<file path="src/rtl/lcd_cfg_pkg.sv">
// What this block does
// - Command byte 1100_xxxx loads shared output 1 mode from bits 3:2 and output 0 mode from bits 1:0.
// - Command byte 1101_xxxx loads shared output 3 mode from bits 3:2 and output 2 mode from bits 1:0.
// - Command byte 1110_xxxx loads shared output 5 mode from bits 3:2 and output 4 mode from bits 1:0.
// - Each shared output follows its mode: 00/01 LCD segment (default), 10 static level, 11 PWM.
// - Command byte 000000_xx sets the multiplex field: 00/01 1:8 (default), 10 1:6, 11 1:4.
// - Command byte 000001_xx sets the bias field: 00/01 quarter (default), 11 third, 10 half.
// - Command byte 001_xxxxx loads the five-bit LCD frame prescaler code from bits 4:0.
// - With the external clock at the slow rate, one frame comes every 48 clock-pin cycles and the code is ignored.
// - At the fast rate the clock is divided by q into an intermediate clock, and one frame comes per 48 of those.
// - Codes 00000..01111 give q of 80,68,60,53,48,44,40,37,34,32,30,28,27,25,24,23; 01110 is the default.
// - Codes 10000..10110 give q of 22,21,20,19,18,17,16; codes 10111..11111 are unused and leave the stored code and q unchanged.
// - With the internal oscillator the intermediate clock may be presented on the clock pin.
// - The rate flag is 0 for a slow and 1 for a fast external clock and only matters with the external source.
// - The clock pin drives only with the internal oscillator and clock output enabled, otherwise it is released.
package lcd_cfg_pkg;

   // command opcodes
   localparam logic [3:0] CMD_GPM01 = 4'hC;
   localparam logic [3:0] CMD_GPM23 = 4'hD;
   localparam logic [3:0] CMD_GPM45 = 4'hE;
   localparam logic [5:0] CMD_MUX   = 6'h00;
   localparam logic [5:0] CMD_BIAS  = 6'h01;
   localparam logic [2:0] CMD_FD    = 3'h1;

   // field values and reset values
   localparam logic [1:0] MODE_STATIC  = 2'h2;
   localparam logic [1:0] MODE_PWM     = 2'h3;
   localparam logic [1:0] MODE_RESET   = 2'h0;
   localparam logic [1:0] MUX_RESET    = 2'h0;
   localparam logic [1:0] BIAS_RESET   = 2'h0;
   localparam logic [4:0] FD_RESET     = 5'h0E;
   localparam logic [4:0] FD_LAST_USED = 5'h16;

   // timing
   localparam int         MCLK_FREQ_HZ    = 125000000;
   localparam int         OSC_FREQ_HZ     = 230000;
   localparam int         OSC_DIV_CYCLES  = MCLK_FREQ_HZ / OSC_FREQ_HZ;
   localparam logic [5:0] TICKS_PER_FRAME = 6'h30;

   // configuration carried to the rest of the display logic
   typedef struct packed {
      logic [5:0][1:0] pinOutputMode;
      logic [1:0]      muxMode;
      logic [1:0]      biasMode;
      logic [4:0]      lcdFramePrescalerCode;
   } cfg_t;

   // prescaler code to divide factor q
   function automatic logic [6:0] q_of_code(input logic [4:0] code);
      logic [6:0] q;
      q = 7'h18;
      case (code)
         5'h00: q = 7'h50;
         5'h01: q = 7'h44;
         5'h02: q = 7'h3C;
         5'h03: q = 7'h35;
         5'h04: q = 7'h30;
         5'h05: q = 7'h2C;
         5'h06: q = 7'h28;
         5'h07: q = 7'h25;
         5'h08: q = 7'h22;
         5'h09: q = 7'h20;
         5'h0A: q = 7'h1E;
         5'h0B: q = 7'h1C;
         5'h0C: q = 7'h1B;
         5'h0D: q = 7'h19;
         5'h0E: q = 7'h18;
         5'h0F: q = 7'h17;
         5'h10: q = 7'h16;
         5'h11: q = 7'h15;
         5'h12: q = 7'h14;
         5'h13: q = 7'h13;
         5'h14: q = 7'h12;
         5'h15: q = 7'h11;
         5'h16: q = 7'h10;
         default: q = 7'h18;
      endcase
      return q;
   endfunction : q_of_code

endpackage : lcd_cfg_pkg

</file>
<file path="src/rtl/lcd_output_mux_bias_frame_cfg.sv">
`timescale 1ns/1ps
`default_nettype none
module lcd_output_mux_bias_frame_cfg (
   // clock and reset
   input  wire logic                mclk,
   input  wire logic                resetn,
   // command bytes from the serial interface
   input  wire logic                cmdValid,
   input  wire logic [7:0]          cmdByte,
   // clock source control
   input  wire logic                extClockSelect,
   input  wire logic                extClockRateFlag,
   input  wire logic                clockOutEnable,
   // clock pin, split
   input  wire logic                clockPinIn,
   output logic                     clockPinOut,
   output logic                     clockPinOe,
   // sources for the shared outputs
   input  wire logic [5:0]          lcdSegIn,
   input  wire logic [5:0]          gpoLevelIn,
   input  wire logic [5:0]          pwmIn,
   // shared outputs and configuration
   output logic [5:0]               sharedOut,
   output lcd_cfg_pkg::cfg_t        cfg,
   output logic [6:0]               divFactorQ,
   output logic                     frameTick
);
   import lcd_cfg_pkg::*;

   cfg_t       cfg_r;
   logic [6:0] q_r;
   logic [9:0] oscCnt_r;
   logic       oscTick;
   logic       clockPinPrev_r;
   logic       extTick;
   logic       baseTick;
   logic       useQ;
   logic       interTick;
   logic       interLevel;
   logic       frameSrcTick;
   logic       isGpm01;
   logic       isGpm23;
   logic       isGpm45;
   logic       isMux;
   logic       isBias;
   logic       isFd;
   logic       fdUsed;

   assign cfg        = cfg_r;
   assign divFactorQ = q_r;

   // opcode decode; top nibbles and six-bit prefixes never overlap
   assign isGpm01 = cmdValid && (cmdByte[7:4] == CMD_GPM01);
   assign isGpm23 = cmdValid && (cmdByte[7:4] == CMD_GPM23);
   assign isGpm45 = cmdValid && (cmdByte[7:4] == CMD_GPM45);
   assign isMux   = cmdValid && (cmdByte[7:2] == CMD_MUX);
   assign isBias  = cmdValid && (cmdByte[7:2] == CMD_BIAS);
   assign isFd    = cmdValid && (cmdByte[7:5] == CMD_FD);
   assign fdUsed  = (cmdByte[4:0] <= FD_LAST_USED);

   // output mode fields, two per command
   always_ff @(posedge mclk) begin
      if (!resetn) begin
         cfg_r.pinOutputMode <= {6{MODE_RESET}};
      end else if (isGpm01) begin
         cfg_r.pinOutputMode[1] <= cmdByte[3:2];
         cfg_r.pinOutputMode[0] <= cmdByte[1:0];
      end else if (isGpm23) begin
         cfg_r.pinOutputMode[3] <= cmdByte[3:2];
         cfg_r.pinOutputMode[2] <= cmdByte[1:0];
      end else if (isGpm45) begin
         cfg_r.pinOutputMode[5] <= cmdByte[3:2];
         cfg_r.pinOutputMode[4] <= cmdByte[1:0];
      end
   end

   // multiplex drive field
   always_ff @(posedge mclk) begin
      if (!resetn) begin
         cfg_r.muxMode <= MUX_RESET;
      end else if (isMux) begin
         cfg_r.muxMode <= cmdByte[1:0];
      end
   end

   // bias field; encoding is kept raw, 10 and 11 are not in order
   always_ff @(posedge mclk) begin
      if (!resetn) begin
         cfg_r.biasMode <= BIAS_RESET;
      end else if (isBias) begin
         cfg_r.biasMode <= cmdByte[1:0];
      end
   end

   // prescaler code and its factor; an unused code changes nothing, so the
   // stored code always matches the factor in use
   always_ff @(posedge mclk) begin
      if (!resetn) begin
         cfg_r.lcdFramePrescalerCode <= FD_RESET;
         q_r                         <= q_of_code(FD_RESET);
      end else if (isFd && fdUsed) begin
         cfg_r.lcdFramePrescalerCode <= cmdByte[4:0];
         q_r                         <= q_of_code(cmdByte[4:0]);
      end
   end

   // internal oscillator stands in as an enable pulse from mclk
   always_ff @(posedge mclk) begin
      if (!resetn) begin
         oscCnt_r <= 10'h000;
      end else if (oscTick) begin
         oscCnt_r <= 10'h000;
      end else begin
         oscCnt_r <= 10'(oscCnt_r + 10'h001);
      end
   end
   assign oscTick = (oscCnt_r == 10'(OSC_DIV_CYCLES - 1));

   // clock pin is synchronous to mclk; rising edge gives one source tick
   always_ff @(posedge mclk) begin
      if (!resetn) begin
         clockPinPrev_r <= 1'b0;
      end else begin
         clockPinPrev_r <= clockPinIn;
      end
   end
   assign extTick = clockPinIn && !clockPinPrev_r;

   // source select; the rate flag only matters for the external source
   assign baseTick     = extClockSelect ? extTick : oscTick;
   assign useQ         = !extClockSelect || extClockRateFlag;
   assign frameSrcTick = useQ ? interTick : baseTick;

   // divide by q into the intermediate clock
   q_tick_divider u_qdiv (
      .mclk     (mclk),
      .resetn   (resetn),
      .tickIn   (baseTick && useQ),
      .divQ     (q_r),
      .tickOut  (interTick),
      .clkLevel (interLevel)
   );

   // 48 ticks per frame
   frame_tick_counter u_frame (
      .mclk      (mclk),
      .resetn    (resetn),
      .tickIn    (frameSrcTick),
      .frameTick (frameTick)
   );

   // clock pin drive; released whenever the pin is an input
   always_ff @(posedge mclk) begin
      if (!resetn) begin
         clockPinOe  <= 1'b0;
         clockPinOut <= 1'b0;
      end else begin
         clockPinOe  <= !extClockSelect && clockOutEnable;
         clockPinOut <= interLevel;
      end
   end

   // per-pin output select, registered so pins never glitch
   for (genvar i = 0; i < 6; i++) begin : g_pin
      always_ff @(posedge mclk) begin
         if (!resetn) begin
            sharedOut[i] <= 1'b0;
         end else begin
            case (cfg_r.pinOutputMode[i])
               MODE_STATIC: sharedOut[i] <= gpoLevelIn[i];
               MODE_PWM:    sharedOut[i] <= pwmIn[i];
               default:     sharedOut[i] <= lcdSegIn[i];
            endcase
         end
      end
   end

   chk_gpm01_load: assert property (@(posedge mclk) disable iff (!resetn)
      isGpm01 |=> cfg_r.pinOutputMode[1] == $past(cmdByte[3:2])
               && cfg_r.pinOutputMode[0] == $past(cmdByte[1:0]))
      else $error("modes 0/1 not loaded");

   chk_gpm23_load: assert property (@(posedge mclk) disable iff (!resetn)
      isGpm23 |=> cfg_r.pinOutputMode[3] == $past(cmdByte[3:2])
               && cfg_r.pinOutputMode[2] == $past(cmdByte[1:0]))
      else $error("modes 2/3 not loaded");

   chk_gpm45_load: assert property (@(posedge mclk) disable iff (!resetn)
      isGpm45 |=> cfg_r.pinOutputMode[5] == $past(cmdByte[3:2])
               && cfg_r.pinOutputMode[4] == $past(cmdByte[1:0]))
      else $error("modes 4/5 not loaded");

   chk_pwm_route: assert property (@(posedge mclk) disable iff (!resetn)
      cfg_r.pinOutputMode[0] == MODE_PWM ##1 $stable(cfg_r.pinOutputMode[0])
      |-> sharedOut[0] == $past(pwmIn[0]))
      else $error("pin 0 not routed to pwm");

   chk_lcd_route: assert property (@(posedge mclk) disable iff (!resetn)
      !cfg_r.pinOutputMode[5][1] |=> sharedOut[5] == $past(lcdSegIn[5]))
      else $error("pin 5 not routed to segment");

   chk_mux_load: assert property (@(posedge mclk) disable iff (!resetn)
      isMux |=> cfg_r.muxMode == $past(cmdByte[1:0]) ##1 $stable(cfg_r.muxMode)
      or ##1 $past(isMux))
      else $error("multiplex field not loaded");

   chk_bias_load: assert property (@(posedge mclk) disable iff (!resetn)
      isBias |=> cfg_r.biasMode == $past(cmdByte[1:0]))
      else $error("bias field not loaded");

   chk_fd_load: assert property (@(posedge mclk) disable iff (!resetn)
      isFd && fdUsed |=> cfg_r.lcdFramePrescalerCode == $past(cmdByte[4:0])
                      && q_r == q_of_code($past(cmdByte[4:0])))
      else $error("prescaler code not loaded");

   chk_fd_unused: assert property (@(posedge mclk) disable iff (!resetn)
      isFd && !fdUsed |=> $stable(q_r) && $stable(cfg_r.lcdFramePrescalerCode))
      else $error("unused code changed the factor");

   chk_slow_direct: assert property (@(posedge mclk) disable iff (!resetn)
      extClockSelect && !extClockRateFlag && extTick |-> frameSrcTick)
      else $error("slow external tick not counted directly");

   chk_pin_release: assert property (@(posedge mclk) disable iff (!resetn)
      extClockSelect ##1 extClockSelect |-> !clockPinOe)
      else $error("clock pin driven with external source");

   chk_pin_drive: assert property (@(posedge mclk) disable iff (!resetn)
      !extClockSelect && clockOutEnable |=> clockPinOe)
      else $error("clock pin not driven when enabled");

   // static level route, checked on a pin that no pwm check covers
   chk_static_route: assert property (@(posedge mclk) disable iff (!resetn)
      cfg_r.pinOutputMode[3] == MODE_STATIC
      |=> sharedOut[3] == $past(gpoLevelIn[3]))
      else $error("pin 3 not routed to static level");

   chk_seg_route: assert property (@(posedge mclk) disable iff (!resetn)
      !cfg_r.pinOutputMode[1][1] |=> sharedOut[1] == $past(lcdSegIn[1]))
      else $error("pin 1 not routed to segment");

   // slow external source: frames come from pin edges only
   chk_slow_edges: assert property (@(posedge mclk) disable iff (!resetn)
      extClockSelect && !extClockRateFlag && frameSrcTick |-> extTick)
      else $error("slow frame tick without a pin edge");

   chk_slow_no_div: assert property (@(posedge mclk) disable iff (!resetn)
      extClockSelect && !extClockRateFlag |=> !interTick)
      else $error("divider ran at the slow rate");

   // fields hold between commands of their own kind
   chk_mode_hold: assert property (@(posedge mclk) disable iff (!resetn)
      !(isGpm01 || isGpm23 || isGpm45) |=> $stable(cfg_r.pinOutputMode))
      else $error("output modes changed without a command");

   chk_mux_hold: assert property (@(posedge mclk) disable iff (!resetn)
      !isMux |=> $stable(cfg_r.muxMode))
      else $error("multiplex field changed without a command");

   chk_bias_hold: assert property (@(posedge mclk) disable iff (!resetn)
      !isBias |=> $stable(cfg_r.biasMode))
      else $error("bias field changed without a command");

   chk_fd_hold: assert property (@(posedge mclk) disable iff (!resetn)
      !isFd |=> $stable(q_r) && $stable(cfg_r.lcdFramePrescalerCode))
      else $error("prescaler changed without a command");

   // opcodes 0100_xxxx, outside this block, leave every field alone
   chk_other_opcode: assert property (@(posedge mclk) disable iff (!resetn)
      cmdValid && cmdByte[7:4] == 4'h4 |=> $stable(cfg_r))
      else $error("foreign opcode changed the configuration");

   // the stored code and the factor in use never drift apart
   chk_q_table: assert property (@(posedge mclk) disable iff (!resetn)
      q_r == q_of_code(cfg_r.lcdFramePrescalerCode))
      else $error("factor does not match stored code");

   chk_frame_pulse: assert property (@(posedge mclk) disable iff (!resetn)
      frameTick |=> !frameTick)
      else $error("frame pulse longer than one cycle");

   chk_pin_idle: assert property (@(posedge mclk) disable iff (!resetn)
      !clockOutEnable |=> !clockPinOe)
      else $error("clock pin driven while output disabled");

   // reset defaults, watched while reset is held
   chk_reset_state: assert property (@(posedge mclk)
      !resetn |=> q_r == q_of_code(FD_RESET)
               && cfg_r.lcdFramePrescalerCode == FD_RESET)
      else $error("prescaler not at default after reset");

   chk_reset_pins: assert property (@(posedge mclk)
      !resetn |=> sharedOut == 6'h00 && !clockPinOe)
      else $error("pins not quiet after reset");

endmodule : lcd_output_mux_bias_frame_cfg
`default_nettype wire

</file>
<file path="src/rtl/q_tick_divider.sv">
`timescale 1ns/1ps
`default_nettype none
module q_tick_divider (
   // clock and reset
   input  wire logic       mclk,
   input  wire logic       resetn,
   // source tick and factor
   input  wire logic       tickIn,
   input  wire logic [6:0] divQ,
   // intermediate clock
   output logic            tickOut,
   output logic            clkLevel
);
   import lcd_cfg_pkg::*;

   logic [6:0] cnt_r;
   logic [6:0] cntNxt;

   // wrap at q-1; a shrinking q is caught by the compare
   assign cntNxt = (cnt_r >= 7'(divQ - 7'h01)) ? 7'h00 : 7'(cnt_r + 7'h01);

   // one intermediate tick per q source ticks
   always_ff @(posedge mclk) begin
      if (!resetn) begin
         cnt_r   <= 7'h00;
         tickOut <= 1'b0;
      end else begin
         tickOut <= tickIn && (cntNxt == 7'h00);
         if (tickIn) begin
            cnt_r <= cntNxt;
         end
      end
   end

   // duty follows q: high for the first half of each period
   always_ff @(posedge mclk) begin
      if (!resetn) begin
         clkLevel <= 1'b0;
      end else if (tickIn) begin
         clkLevel <= (cntNxt < (divQ >> 1));
      end
   end

   chk_q_period: assert property (@(posedge mclk) disable iff (!resetn)
      tickOut && $stable(divQ) |-> $past(cnt_r) == 7'(divQ - 7'h01))
      else $error("intermediate tick not at q-1");

endmodule : q_tick_divider
`default_nettype wire

</file>
<file path="src/rtl/frame_tick_counter.sv">
`timescale 1ns/1ps
`default_nettype none
module frame_tick_counter (
   // clock and reset
   input  wire logic mclk,
   input  wire logic resetn,
   // tick in, frame out
   input  wire logic tickIn,
   output logic      frameTick
);
   import lcd_cfg_pkg::*;

   logic [5:0] cnt_r;
   logic [6:0] seen_r;

   // 48 ticks make one frame
   always_ff @(posedge mclk) begin
      if (!resetn) begin
         cnt_r     <= 6'h00;
         frameTick <= 1'b0;
      end else begin
         frameTick <= tickIn && (cnt_r == 6'(TICKS_PER_FRAME - 6'h01));
         if (tickIn) begin
            cnt_r <= (cnt_r == 6'(TICKS_PER_FRAME - 6'h01)) ? 6'h00
                                                            : 6'(cnt_r + 6'h01);
         end
      end
   end

   // helper: ticks counted since the previous frame
   always_ff @(posedge mclk) begin
      if (!resetn) begin
         seen_r <= 7'h00;
      end else if (frameTick) begin
         seen_r <= {6'h00, tickIn};
      end else if (tickIn && seen_r != 7'h7F) begin
         seen_r <= 7'(seen_r + 7'h01);
      end
   end

   chk_frame_spacing: assert property (@(posedge mclk) disable iff (!resetn)
      frameTick |-> seen_r == {1'b0, TICKS_PER_FRAME})
      else $error("frame not after 48 ticks");

endmodule : frame_tick_counter
`default_nettype wire

</file>
<file path="config.mk">
export PLATFORM = sky130hd
export DESIGN_NAME = lcd_output_mux_bias_frame_cfg
export DESIGN_NICKNAME = d
export VERILOG_FILES = /design/src/rtl/lcd_cfg_pkg.sv /design/src/rtl/lcd_output_mux_bias_frame_cfg.sv /design/src/rtl/q_tick_divider.sv /design/src/rtl/frame_tick_counter.sv
export SDC_FILE = /design/constraint.sdc
export NUM_CORES = 1
export LEC_CHECK = 0
export ABC_AREA = 1
export ABC_CLOCK_PERIOD_IN_PS = 2900
export BUFFER_PORTS_ARGS = -buffer_cell sky130_fd_sc_hd__buf_2
export CORE_AREA = 2 2 92 94
export CTS_CLUSTER_SIZE = 40
export DETAILED_ROUTE_END_ITERATION = 6
export DIE_AREA = 0 0 94 96
export HOLD_SLACK_MARGIN = 0.02
export PLACE_DENSITY_LB_ADDON = 0.12
export SYNTH_ARGS = -nofsm -noshare
export SYNTH_HDL_FRONTEND = slang
export SYNTH_HIERARCHICAL = 1
export SYNTH_SLANG_ARGS = --single-unit
export TNS_END_PERCENT = 50
</file>
<file path="constraint.sdc">
create_clock -name mclk -period 2.9 [get_ports mclk]
set_clock_uncertainty 0.1 [all_clocks]
set_input_delay 0.145 -clock mclk [delete_from_list [all_inputs] [get_ports mclk]]
set_output_delay 0.145 -clock mclk [all_outputs]
set_load 0.01 [all_outputs]
</file>
* Word-level counts from Yosys, hierarchy flattened
Memories as Yosys holds them, arrays and structs flattened. A register that Yosys moved wholly into a read port is not among the register bits.
Index checks and enable logic that the tools add are counted.
** Storage, ports and cells
- Input port bits :: 33
- Register bits after elaboration :: 56
- Logic and storage cells :: 85
- ROM bits :: 224
- Output and inout bits :: 37
- Memories :: 1
** Memories
- (name not given) :: depth 32, bits a word 7, read ports 1, clocked after memory_dff 1, write ports 0, RTL line lcd_cfg_pkg.sv:53 : case (code)
** Cells by class
- Add/subtract/negate cells :: 4
- Equality and inequality tests :: 19
- Reduce and logical (&&, ||, !) cells :: 21
- Bitwise operators :: 3
- Muxes and demuxes :: 10
- Order comparisons :: 3
** Operators by type and width (count)
- equality test 2 bit, second input constant :: 12
- equality test 4 bit, second input constant :: 3
- logical AND 1 bit :: 12
- case mux 1 bit (2 select lines) :: 6
- adder 10 x 1 -> 10 bit, second input constant :: 1
- equality test 10 bit, second input constant :: 1
- adder 7 x 1 -> 7 bit, second input constant :: 1
- >= comparator 7 bit :: 1
- logical NOT 7 bit :: 1
- < comparator 7 x 6 -> 1 bit :: 1
- two-way mux 7 bit :: 1
- subtractor 7 x 1 -> 7 bit, second input constant :: 1
- adder 6 x 1 -> 6 bit, second input constant :: 1
- equality test 6 x 1 -> 1 bit, second input constant :: 1
- equality test 6 bit, second input constant :: 1
- logical NOT 6 bit :: 1
- two-way mux 6 bit :: 1
- <= comparator 5 bit, second input constant :: 1
- equality test 3 x 1 -> 1 bit, second input constant :: 1
- logical NOT 1 bit :: 3
- NOT 1 bit :: 3
- AND reduction 3 bit :: 1
- two-way mux 1 bit :: 2
- AND reduction 2 bit :: 1
- other kinds (2) :: 2

* Depth between registers and ports, before layout
Gate-level depths: netlist (run 1).
- Depth after elaboration :: 5
- Mapped depth :: 21
- Gate-level depth less buffers :: 21

* Hierarchy
Netlist (run 1), hierarchy kept.
** Modules (own cells, without submodules)
- lcd_output_mux_bias_frame_cfg :: seq. area each 940.9 um^2, area an instance 2288.4 um^2, cells each 313, instances 1
- q_tick_divider :: seq. area each 180.2 um^2, area an instance 917.1 um^2, cells each 141, instances 1
- frame_tick_counter :: seq. area each 140.1 um^2, area an instance 320.3 um^2, cells each 42, instances 1

* Worst setup path after synthesis (run 1)
Ideal clock, no wire load.
- Kind :: flip-flop to flip-flop
- Start point :: register q_r[0] (netlist: divFactorQ[0])
- End point :: register u_qdiv.clkLevel
- Clock period less this slack :: 2.716 ns
- Required time :: 2.734 ns
- Buffers on the path :: 0
- Library setup time :: 0.066 ns
- Stages on the path, launching flop included :: 18
- Data arrival time :: 2.550 ns
- Setup slack :: 0.184 ns
- Path through :: dfxtp_1 > inv_1 > ha_1 > nand3_1 > nor3_1 > xor2_1 > ha_1 > nand2_1 > inv_1 > a21oi_2 > nand2_4 > nor3_2 > ha_1 > a21oi_1 > nor3_1 > nor2_1 > nand2_1 > a21oi_2
** Between the ends
- Cells in the longest elaborated chain, start to end :: 4
** Ends and longest elaborated chain
- from (decl) :: RTL line lcd_output_mux_bias_frame_cfg.sv:31 : logic [6:0] q_r;
- subtractor 7 x 1 -> 7 bit :: RTL line q_tick_divider.sv:20 : assign cntNxt = (cnt_r >= 7'(divQ - 7'h01)) ? 7'h00 : 7'(cnt_r + 7'h01);
- >= comparator 7 bit :: RTL line q_tick_divider.sv:20
- two-way mux 7 bit :: RTL line q_tick_divider.sv:20
- via u_qdiv.cntNxt[4] :: RTL line q_tick_divider.sv:17 : logic [6:0] cntNxt;
- < comparator 7 x 6 -> 1 bit :: RTL line q_tick_divider.sv:40 : clkLevel <= (cntNxt < (divQ >> 1));
- to (signal assigned) :: RTL line q_tick_divider.sv:40
- to (decl) :: RTL line q_tick_divider.sv:12 : output logic clkLevel
The timed path passes the listed nets, and every way through them passes these cells.
A chain may end at the register's enable or synchronous reset.

* Worst setup path in the final report (run 1)
- Start point :: register q_r[1] (netlist: divFactorQ[1])
- End point :: register u_qdiv.clkLevel
Same word-level chain as after synthesis.

==> impl_metrics.py, run 1 <==
metrics = {
    "run_status": {
        "run_status": "finished clean",
    },
    "setup_path": {
        "cp.required_ns": 3.08,
        "crit_slowest_cell": "dfxtp_4",
        "path_buf_inv": 1,
        "crit_arrival_ns": 2.97,
        "crit_fanout": 5,
        "critPathTopFamily": "simple AND/OR/NAND/NOR gates",
        "startpoint_type": "register",
        "crit_type": "reg2reg",
        "cp-end-kind": "register",
        "max_stage_delay_ns": 0.36,
        "crit_chain": "inv_4 -> ha_4 -> nand3_4 -> nor3_2 -> xor2_1 -> ha_1 -> nand2_1 -> nand2_2 -> a21oi_4 -> nand2_4 -> nor3_4 -> ha_1 -> a21oi_2 -> nor3_1 -> nor2_1 -> nand2_1 -> a21oi_2",
    },
    "route": {
        "drt_first_pass_iters": 4,
        "wl_per_cell_um": 12.0,
        "ant_nets": 0,
        "vias": 3312,
        "vias_per_cell": 4.79,
        "drcViolationCount": 0,
        "drt_iter0_drc": 144,
        "wirelength_mm": 8.32,
    },
    "power": {
        "ir_worst_vdd_mv": 0.187,
        "p_comb_share_pct": 12.6,
        "swShare_pct": 25.7,
        "power.density_mw_per_mm2": 459,
        "pwr-share-seq_pct": 45.3,
        "internal_power_mw": 1.49,
        "netSwitchingPower_uw": 517,
        "clkPwrFrac_pct": 42.0,
        "power.leakage_nw": 2.11,
    },
    "grt": {
        "antenna_found_initial": 0,
        "grt_pass1_vias": 3093,
        "grt_overflow_total": 0,
        "track_usage_pct": 18.9,
        "grt_pass1_wl_mm": 13.5,
        "grt_max_degree": 34,
    },
    "clock_network": {
        "clk_latency_ns": 0.33,
        "htreeDepth": 3,
        "cts_tree": "yes",
        "clockBufferDepth": 2,
        "clkTransAtPathRegs_ns": 0.07,
        "cts_made_buffers": 9,
        "cts_root_buf": "clkbuf_8",
        "cts.sinks": 63,
    },
    "synth": {
        "avgSynthCellArea_um2": 7.11,
        "syn_area_mm2": 0.00353,
        "yosys.area.top_type": "dfxtp_1",
        "synth-warning-count": 6,
        "netlist_instances": 496,
        "yosysUniqueCellTypes": 39,
        "synth-main-ff-cell": "dfxtp_1",
        "synth_edf_count": 0,
        "async_flop_share_pct": 0,
        "syn-num-nets": 551,
        "ys_top_cells_by_area": "dfxtp_1, nand2_1, inv_1",
        "seq_area_frac_synth_pct": 35.8,
        "ys_ff_latch": 63,
        "synth_top_area_share_pct": 35.8,
    },
    "floorplan": {
        "start_util_pct": 43.8,
        "core_mm2": 0.00805,
        "num_io_pins": 70,
        "die_h_um": 96,
        "die_area_mm2": 0.00902,
        "rows": 33,
        "die_w_um": 94,
    },
    "sta": {
        "finalCriticalPeriod_ns": 2.79,
        "layout_worst_path_cycle_share_pct": 96.4,
        "tightest_slew_ns": 0.383,
        "rsz0062_at_grt": "yes",
        "report.final.slew_viol_count": 0,
        "fmax_mhz": 358,
        "finalSetupViolCount": 0,
        "max-slew-margin-rel_pct": 74.3,
        "hold_viol": 0,
    },
    "place": {
        "port_buffers": 69,
        "place.gp.congestion": 0.879,
        "placed_area_mm2": 0.00394,
        "dp.final_hpwl_mm": 6.13,
    },
    "job": {
        "drv_cap": 0,
    },
    "cells_and_area": {
        "design_area_mm2": 0.00438,
        "area_growth_pct": 24.2,
        "nNetsFinal": 638,
        "drive_gt1_share_pct": 24.9,
        "post-route-util_pct": 54.4,
        "antenna_cells": 0,
    },
    "worst_hold_path": {
        "min_path_type": "in2reg",
    },
}
==> what timing repair did <==
action,4_1_cts,5_1_grt
buffers inserted,0,4
endpoints found under the hold margin,8,0
hold buffers,9,0
resized for setup,0,25
endpoints found under the setup margin,0,1
==> power by group through the flow <==
stage	sequential, mW	clock, mW	combinational [mW]
floorplan	0.934	0	0.152
global placement	0.930	0	0.228
detailed placement	0.931	0	0.231
CTS	0.911	0.867	0.241
global route	0.915	0.905	0.288
finish	0.912	0.846	0.254
==> per-layer routing <==
metal / GRT usage, % / up-vias / wire length [um]
li1: - / 1747 / -
met1: 22.5 / 1510 / 3810
met2: 33.8 / 48 / 4190
met3: 3.99 / 7 / 237
met4: 7.00 / 0 / 82
met5: 0 / - / 0
==> cells in the mapped netlist (2+ instances only) <==
library cell,count
inv_2,2
dfxtp_1,63
nand4_1,5
nor2_2,7
o21ai_0,28
nand2_2,11
nor2_1,56
buf_6,2
xor2_1,7
buf_4,2
a21oi_1,26
nand3_1,28
inv_1,74
ha_1,22
nand3b_1,2
xnor2_1,3
o211ai_1,8
nor3_2,2
clkbuf_1,2
nand2_4,3
a21oi_2,3
nand2_1,115
nor3_1,9
==> kinds of logic after synthesis <==
family                   after synthesis  synth area share, %
AND/OR/NAND/NOR                      243                 31.7
buffers and inverters                 87                 10.9
AO/OA/AOI/OAI                         71                 11.4
flip-flops                            63                 35.8
adder cells (fa/ha/maj)               22                 7.81
XOR/XNOR                              10                 2.48
==> worst paths after layout <==
path                                      start         endpoint  slack [ns]  cells past startpoint
worst min-delay path              gpoLevelIn[2]     sharedOut[2]        0.04                      5
worst max-delay path              divFactorQ[1]  u_qdiv/clkLevel        0.11                     17
worst max register to register    divFactorQ[1]  u_qdiv/clkLevel        0.11                     17
worst min register to register  u_qdiv/clkLevel      clockPinOut        0.35                      2
==> cell usage in the layout (no fill, tap or decap), types with 8 or more instances in the layout <==
cell and count:
o21ai_0 28, nand2_1 112, dfxtp_1 61, nand2_2 14, clkbuf_8 10, ha_1 20, dlygate4sd3_1 9, nand3_1 27
nor2_1 55, o211ai_1 8, buf_2 69, nor2_2 8, inv_1 70, a21oi_1 24
==> tightest hold or removal path, cell delays in order <==
cell      delay (ns)
buf_2           0.08
nand2_1         0.04
nand3_1         0.06
o211ai_1        0.07
inv_1           0.05
==> through the flow <==
step           hold slack, ns  TNS (ns)  total power, mW  worst slack, ns  std cells
2_1_floorplan           0.117         0             1.09            0.184        496
3_3_place_gp            0.243         0             1.16            0.127        664
3_5_place_dp            0.257         0             1.16           0.0282        664
4_1_cts                0.0280         0             2.02           0.0174        688
5_1_grt                0.0609   -0.0961             2.11          -0.0961        692
6_report               0.0359         0             2.01            0.105        692
==> state kept, by name, indices dropped and copies added, names as in the netlist, 6 cells and up <==
name and cells:
cfg 21, oscCnt_r 10, divFactorQ 7, u_qdiv/cnt_r 7, sharedOut 6, u_frame/cnt_r 6
==> cell type report <==
class,count,area [um2]
fill,816,3670
multi-input combinational,346,1970
sequential,63,1270
timing repair buffer,85,488
inverter,78,302
clock buffer,10,138
tap,105,131
clock inverter,5,82.6
Note: power is estimated with default switching activity, not from simulation.
==> inputs of run 2 (changes only) <==
ABC_AREA = unset   (was 1)
==> impl_metrics.py, run 2 <==
metrics = {
    "setup_path": {
        "worst_r2r_path_depth": 14,
        "rr_startpoint": "divFactorQ[0]",
        "cp-end-kind": "register",
        "crit_type": "reg2reg",
        "crit_arrival_ns": 3.25,
        "r2r_slack_ns": -0.18,
        "crit_start": "divFactorQ[0]",
        "crit_fanout": 6,
        "reg2reg_to": "u_qdiv/clkLevel",
        "cp.required_ns": 3.07,
        "startpoint_type": "register",
    },
    "sta": {
        "layout_worst_path_cycle_share_pct": 106,
        "rsz0062_at_grt": "yes",
        "finalSetupViolCount": 1,
        "finalCriticalPeriod_ns": 3.08,
        "tightest_slew_ns": 0.536,
        "setup_ws_ns": -0.185,
        "max-slew-margin-rel_pct": 64.2,
        "hold_slack_ns": 0.0421,
        "tns_ns": -0.185,
        "report.final.slew_viol_count": 0,
        "hold_viol": 0,
        "fmax_mhz": 324,
    },
    "route": {
        "ant_nets": 0,
        "wirelength_mm": 8.02,
        "vias": 2946,
        "top_layer_used": "met4",
        "drt_first_pass_iters": 5,
        "vias_per_cell": 5.06,
        "wl_per_cell_um": 13.8,
        "wl_met1_mm": 3.75,
        "drt_iter0_drc": 98,
        "met3_length_um": 441,
        "wl_met2_mm": 3.74,
        "drcViolationCount": 0,
    },
    "synth": {
        "ys_ff_latch": 63,
        "synth_xor_area_share_pct": 5.27,
        "syn_area_mm2": 0.00349,
        "synth_top_family_by_area": "simple AND/OR/NAND/NOR gates",
        "yosys.area_share.simple_pct": 24.8,
        "yosysUniqueCellTypes": 60,
        "synth_edf_count": 0,
        "synth_top_area_share_pct": 36.1,
        "avgSynthCellArea_um2": 9.18,
        "synth-adder-area-share_pct": 7.89,
        "synth_common_cells": "dfxtp_1, nor2_1, nand2_1, mux2i_1, ha_1",
        "synth_compound_area_share_pct": 10.7,
        "yosys-mux-area-fraction_pct": 9.36,
        "synth-warning-count": 6,
        "async_flop_share_pct": 0,
        "netlist_instances": 380,
        "seq_area_frac_synth_pct": 36.1,
        "syn-num-nets": 435,
        "yosysMostFrequentCell": "dfxtp_1",
        "synth-main-ff-cell": "dfxtp_1",
        "yosys.area.top_type": "dfxtp_1",
        "ys_top_cells_by_area": "dfxtp_1, ha_1, mux2i_1",
    },
    "clock_network": {
        "htreeDepth": 3,
        "clkTransAtPathRegs_ns": 0.07,
        "cts_root_buf": "clkbuf_8",
        "clk_latency_ns": 0.33,
        "cts_made_buffers": 9,
        "clockBufferDepth": 2,
        "cts_tree": "yes",
        "cts.sinks": 63,
    },
    "job": {
        "drv_cap": 0,
    },
    "place": {
        "place.gp.congestion": 0.889,
        "placed_area_mm2": 0.00406,
        "pre_cts_ws_ns": -0.223,
        "dp.final_hpwl_mm": 5.89,
        "post-place-cells": 557,
        "port_buffers": 69,
    },
    "worst_hold_path": {
        "holdPathStages": 4,
        "hold_start": "gpoLevelIn[5]",
        "min_path_type": "in2reg",
        "min_to": "sharedOut[5]",
    },
    "grt": {
        "track_usage_pct": 19.1,
        "grt_max_degree": 34,
        "grt_pass1_vias": 2833,
        "grt_pass1_wl_mm": 13.4,
        "antenna_found_initial": 0,
        "grt_overflow_total": 0,
    },
    "run_status": {
        "violations": "negative setup slack",
        "run_status": "finished with violations",
    },
    "floorplan": {
        "rows": 33,
        "die_w_um": 94,
        "start_util_pct": 43.3,
        "die_h_um": 96,
        "core_mm2": 0.00805,
        "num_io_pins": 70,
        "die_area_mm2": 0.00902,
    },
    "cells_and_area": {
        "final_cell_mix": "buf_2, dfxtp_1, nor2_1",
        "nNetsFinal": 528,
        "area_growth_pct": 26.3,
        "design_area_mm2": 0.00441,
        "antenna_cells": 0,
        "largest_reg_flops": 21,
        "seq_area_mm2": 0.00127,
        "drive_gt1_share_pct": 29.4,
        "fin_cells": 582,
        "fillers": 753,
        "post-route-util_pct": 54.7,
        "final_common_cell": "buf_2",
        "multi_input_area_mm2": 0.00211,
    },
    "power": {
        "ir_worst_vdd_mv": 0.274,
        "power.density_mw_per_mm2": 448,
        "power.leakage_nw": 1.97,
        "total_power_mw": 1.98,
    },
}
-- run 2: worst max-delay path: stages, from the launching register on --
cell	delay [ns]
dfxtp_2	0.34
inv_2	0.07
ha_4	0.15
nand3_4	0.08
nor3_4	0.15
xnor2_2	0.13
ha_1	0.25
and4_1	0.16
a211o_4	0.38
a21oi_2	0.11
ha_1	0.24
and3_4	0.18
a221o_1	0.30
a211o_1	0.26
o21ai_1	0.10
-- run 2: cells by family after synthesis --
family | after synthesis
XOR/XNOR | 21
flip-flops | 63
adder cells (fa/ha/maj) | 22
multiplexers | 30
buffers and inverters | 39
AO/OA/AOI/OAI | 51
AND/OR/NAND/NOR | 154
-- run 2: metal layers --
metal	vias up	global-route usage [%]
met5	-	0
met4	0	6.40
met3	8	5.48
met2	75	31.0
met1	1347	24.4
li1	1516	-
-- run 2: final cells by class --
class,count,area share (%)
Clock inverter,4,1.59
Tap cell,105,2.98
Multi-Input combinational cell,278,47.9
Timing Repair Buffer,102,14.0
Clock buffer,11,3.21
Sequential cell,63,28.7
Inverter,19,1.67
-- run 2: worst max path at each step --
stage / endpoint / slack, ns / cells past startpoint
finish: u_qdiv/clkLevel / -0.18 / 14
floorplan: u_qdiv/clkLevel / -0.18 / 15
detailed placement: u_qdiv/clkLevel / -0.22 / 14
global placement: u_qdiv/clkLevel / -0.14 / 15
global route: u_qdiv/clkLevel / -0.33 / 14
CTS: u_qdiv/clkLevel / -0.16 / 14
-- run 2: where the power goes --
part	leakage (nW)	switching, mW	internal [mW]	total [mW]
Clock	0.109	0.335	0.500	0.835
Sequential	0.513	0.0149	0.885	0.900
Combinational	1.35	0.127	0.114	0.241
-- run 2: repair_timing --
item	4_1_cts	5_1_grt
hold endpoints to repair	8	0
hold buffers	9	0
pin swaps	7	1
setup endpoints to repair	1	1
buffers inserted	1	0
gates resized for setup	3	4
==> inputs of run 3 (changes only) <==
ABC_AREA = 1   (was unset)
CORE_AREA = 2 2 96 98   (was 2 2 92 94)
DIE_AREA = 0 0 98 100   (was 0 0 94 96)
SLEW_MARGIN = 20   (was unset)
==> impl_metrics.py, run 3 (same netlist as run 1, synthesis figures left out) <==
metrics = {
    "run_status": {
        "run_status": "finished clean",
    },
    "power": {
        "netSwitchingPower_uw": 511,
        "p_comb_share_pct": 12.8,
        "clkPwrFrac_pct": 42.5,
        "ir_worst_vdd_mv": 0.257,
        "power.density_mw_per_mm2": 460,
        "internal_power_mw": 1.53,
        "pwr-share-seq_pct": 44.7,
        "power.leakage_nw": 2.15,
        "swShare_pct": 25.1,
        "total_power_mw": 2.04,
    },
    "setup_path": {
        "max_stage_delay_ns": 0.36,
        "crit_chain": "inv_4 -> ha_4 -> nand3_4 -> nor3_4 -> xor2_1 -> ha_1 -> nand2_2 -> inv_2 -> a21oi_4 -> nand2_4 -> nor3_4 -> ha_1 -> a21oi_2 -> nor3_2 -> nor2_1 -> nand2_1 -> a21oi_2",
        "crit_fanout": 5,
        "startpoint_type": "register",
        "r2r_slack_ns": 0.07,
        "cp.required_ns": 3.07,
        "crit_arrival_ns": 3.01,
        "crit_type": "reg2reg",
        "worst_r2r_path_depth": 17,
        "rr_startpoint": "divFactorQ[1]",
        "crit_slowest_cell": "dfxtp_4",
        "reg2reg_to": "u_qdiv/clkLevel",
        "cp-end-kind": "register",
    },
    "sta": {
        "hold_slack_ns": 0.0526,
        "finalCriticalPeriod_ns": 2.83,
        "fmax_mhz": 353,
        "max-slew-margin-rel_pct": 66.5,
        "report.final.slew_viol_count": 0,
        "hold_viol": 0,
        "finalSetupViolCount": 0,
        "tightest_slew_ns": 0.503,
        "layout_worst_path_cycle_share_pct": 97.7,
        "rsz0062_at_grt": "yes",
        "tns_ns": 0,
    },
    "cells_and_area": {
        "post-route-util_pct": 49.8,
        "drive_gt1_share_pct": 25.0,
        "largest_reg_flops": 21,
        "nNetsFinal": 643,
        "fin_cells": 704,
        "area_growth_pct": 25.7,
        "fillers": 939,
        "final_common_cell": "nand2_1",
        "antenna_cells": 0,
        "final_cell_mix": "nand2_1, inv_1, buf_2",
    },
    "route": {
        "drcViolationCount": 0,
        "wl_per_cell_um": 12.2,
        "wirelength_mm": 8.57,
        "ant_nets": 0,
        "drt_first_pass_iters": 4,
        "vias_per_cell": 4.74,
        "vias": 3336,
        "drt_iter0_drc": 110,
    },
    "floorplan": {
        "start_util_pct": 39.7,
        "num_io_pins": 70,
        "rows": 35,
        "core_mm2": 0.00889,
        "die_area_mm2": 0.00980,
        "die_w_um": 98,
        "die_h_um": 100,
    },
    "worst_hold_path": {
        "hold_start": "gpoLevelIn[4]",
        "holdPathStages": 5,
        "min_to": "sharedOut[4]",
        "min_path_type": "in2reg",
    },
    "clock_network": {
        "clk_latency_ns": 0.34,
        "cts_root_buf": "clkbuf_8",
        "cts_made_buffers": 9,
        "clockBufferDepth": 2,
        "cts_tree": "yes",
        "htreeDepth": 3,
        "clkTransAtPathRegs_ns": 0.07,
        "cts.sinks": 63,
    },
    "place": {
        "port_buffers": 69,
        "dp.final_hpwl_mm": 6.22,
        "post-place-cells": 671,
        "place.gp.congestion": 0.893,
    },
    "job": {
        "drv_cap": 0,
    },
    "grt": {
        "grt_pass1_wl_mm": 14.4,
        "grt_max_degree": 26,
        "track_usage_pct": 18.0,
        "grt_overflow_total": 0,
        "grt_pass1_vias": 3283,
        "antenna_found_initial": 0,
    },
}
## run 3: how the worst max path moves through the flow
stage,cells after the start,start,end
floorplan,17,divFactorQ[0],u_qdiv/clkLevel
global placement,19,divFactorQ[0],u_qdiv/clkLevel
detailed placement,19,divFactorQ[0],u_qdiv/clkLevel
CTS,17,divFactorQ[0],u_qdiv/clkLevel
global route,17,divFactorQ[2],u_qdiv/clkLevel
finish,17,divFactorQ[1],u_qdiv/clkLevel
## run 3: per-layer routing
metal  GRT usage [%]  wire length, um  up-vias
met4            8.55              174        0
met1            20.7             3780     1505
met5               0                0        -
li1                -                -     1761
met3            3.62              257       15
met2            32.2             4360       55
## run 3: repair_timing
action	CTS	global route
gates resized for setup	2	25
buffers inserted	0	5
endpoints found under the hold margin	8	0
pin swaps	0	15
setup endpoints to repair	1	1
hold buffers	12	0
gates cloned	0	0
## run 3: layout make-up
cell class                 count  area (um2)  share of cell area [%]
clock buffer                  13         159                    3.59
clock inverter                 3        65.1                    1.47
inverter                      78         302                    6.81
multi-input combinational    346        1970                    44.4
sequential                    63        1270                    28.6
tap                          111         139                    3.13
timing repair buffer          90         533                    12.0
## run 3: critical path: cells and delay by family (launching register included)
| family | cells | cell delay [ns] |
|---|---|---|
| compound gates | 3 | 0.40 |
| xor+xnor | 1 | 0.17 |
| fa+ha+maj | 3 | 0.69 |
| buf+inv | 2 | 0.11 |
| flops | 1 | 0.36 |
| simple gates | 8 | 0.92 |
## run 3: per-stage QoR
stage	cell area (um2)	setup slack, ns
6_report	4430	0.0676
5_1_grt	4430	-0.120
4_1_cts	4310	0.0149
3_5_place_dp	3960	-0.00758
3_3_place_gp	3960	0.144
2_1_floorplan	3530	0.184
## run 3: power by group through the flow
stage	combinational (mW)	clock (mW)	sequential, mW
2_1_floorplan	0.152	0	0.934
3_3_place_gp	0.231	0	0.930
3_5_place_dp	0.233	0	0.931
4_1_cts	0.249	0.891	0.911
5_1_grt	0.294	0.931	0.914
6_report	0.261	0.866	0.911
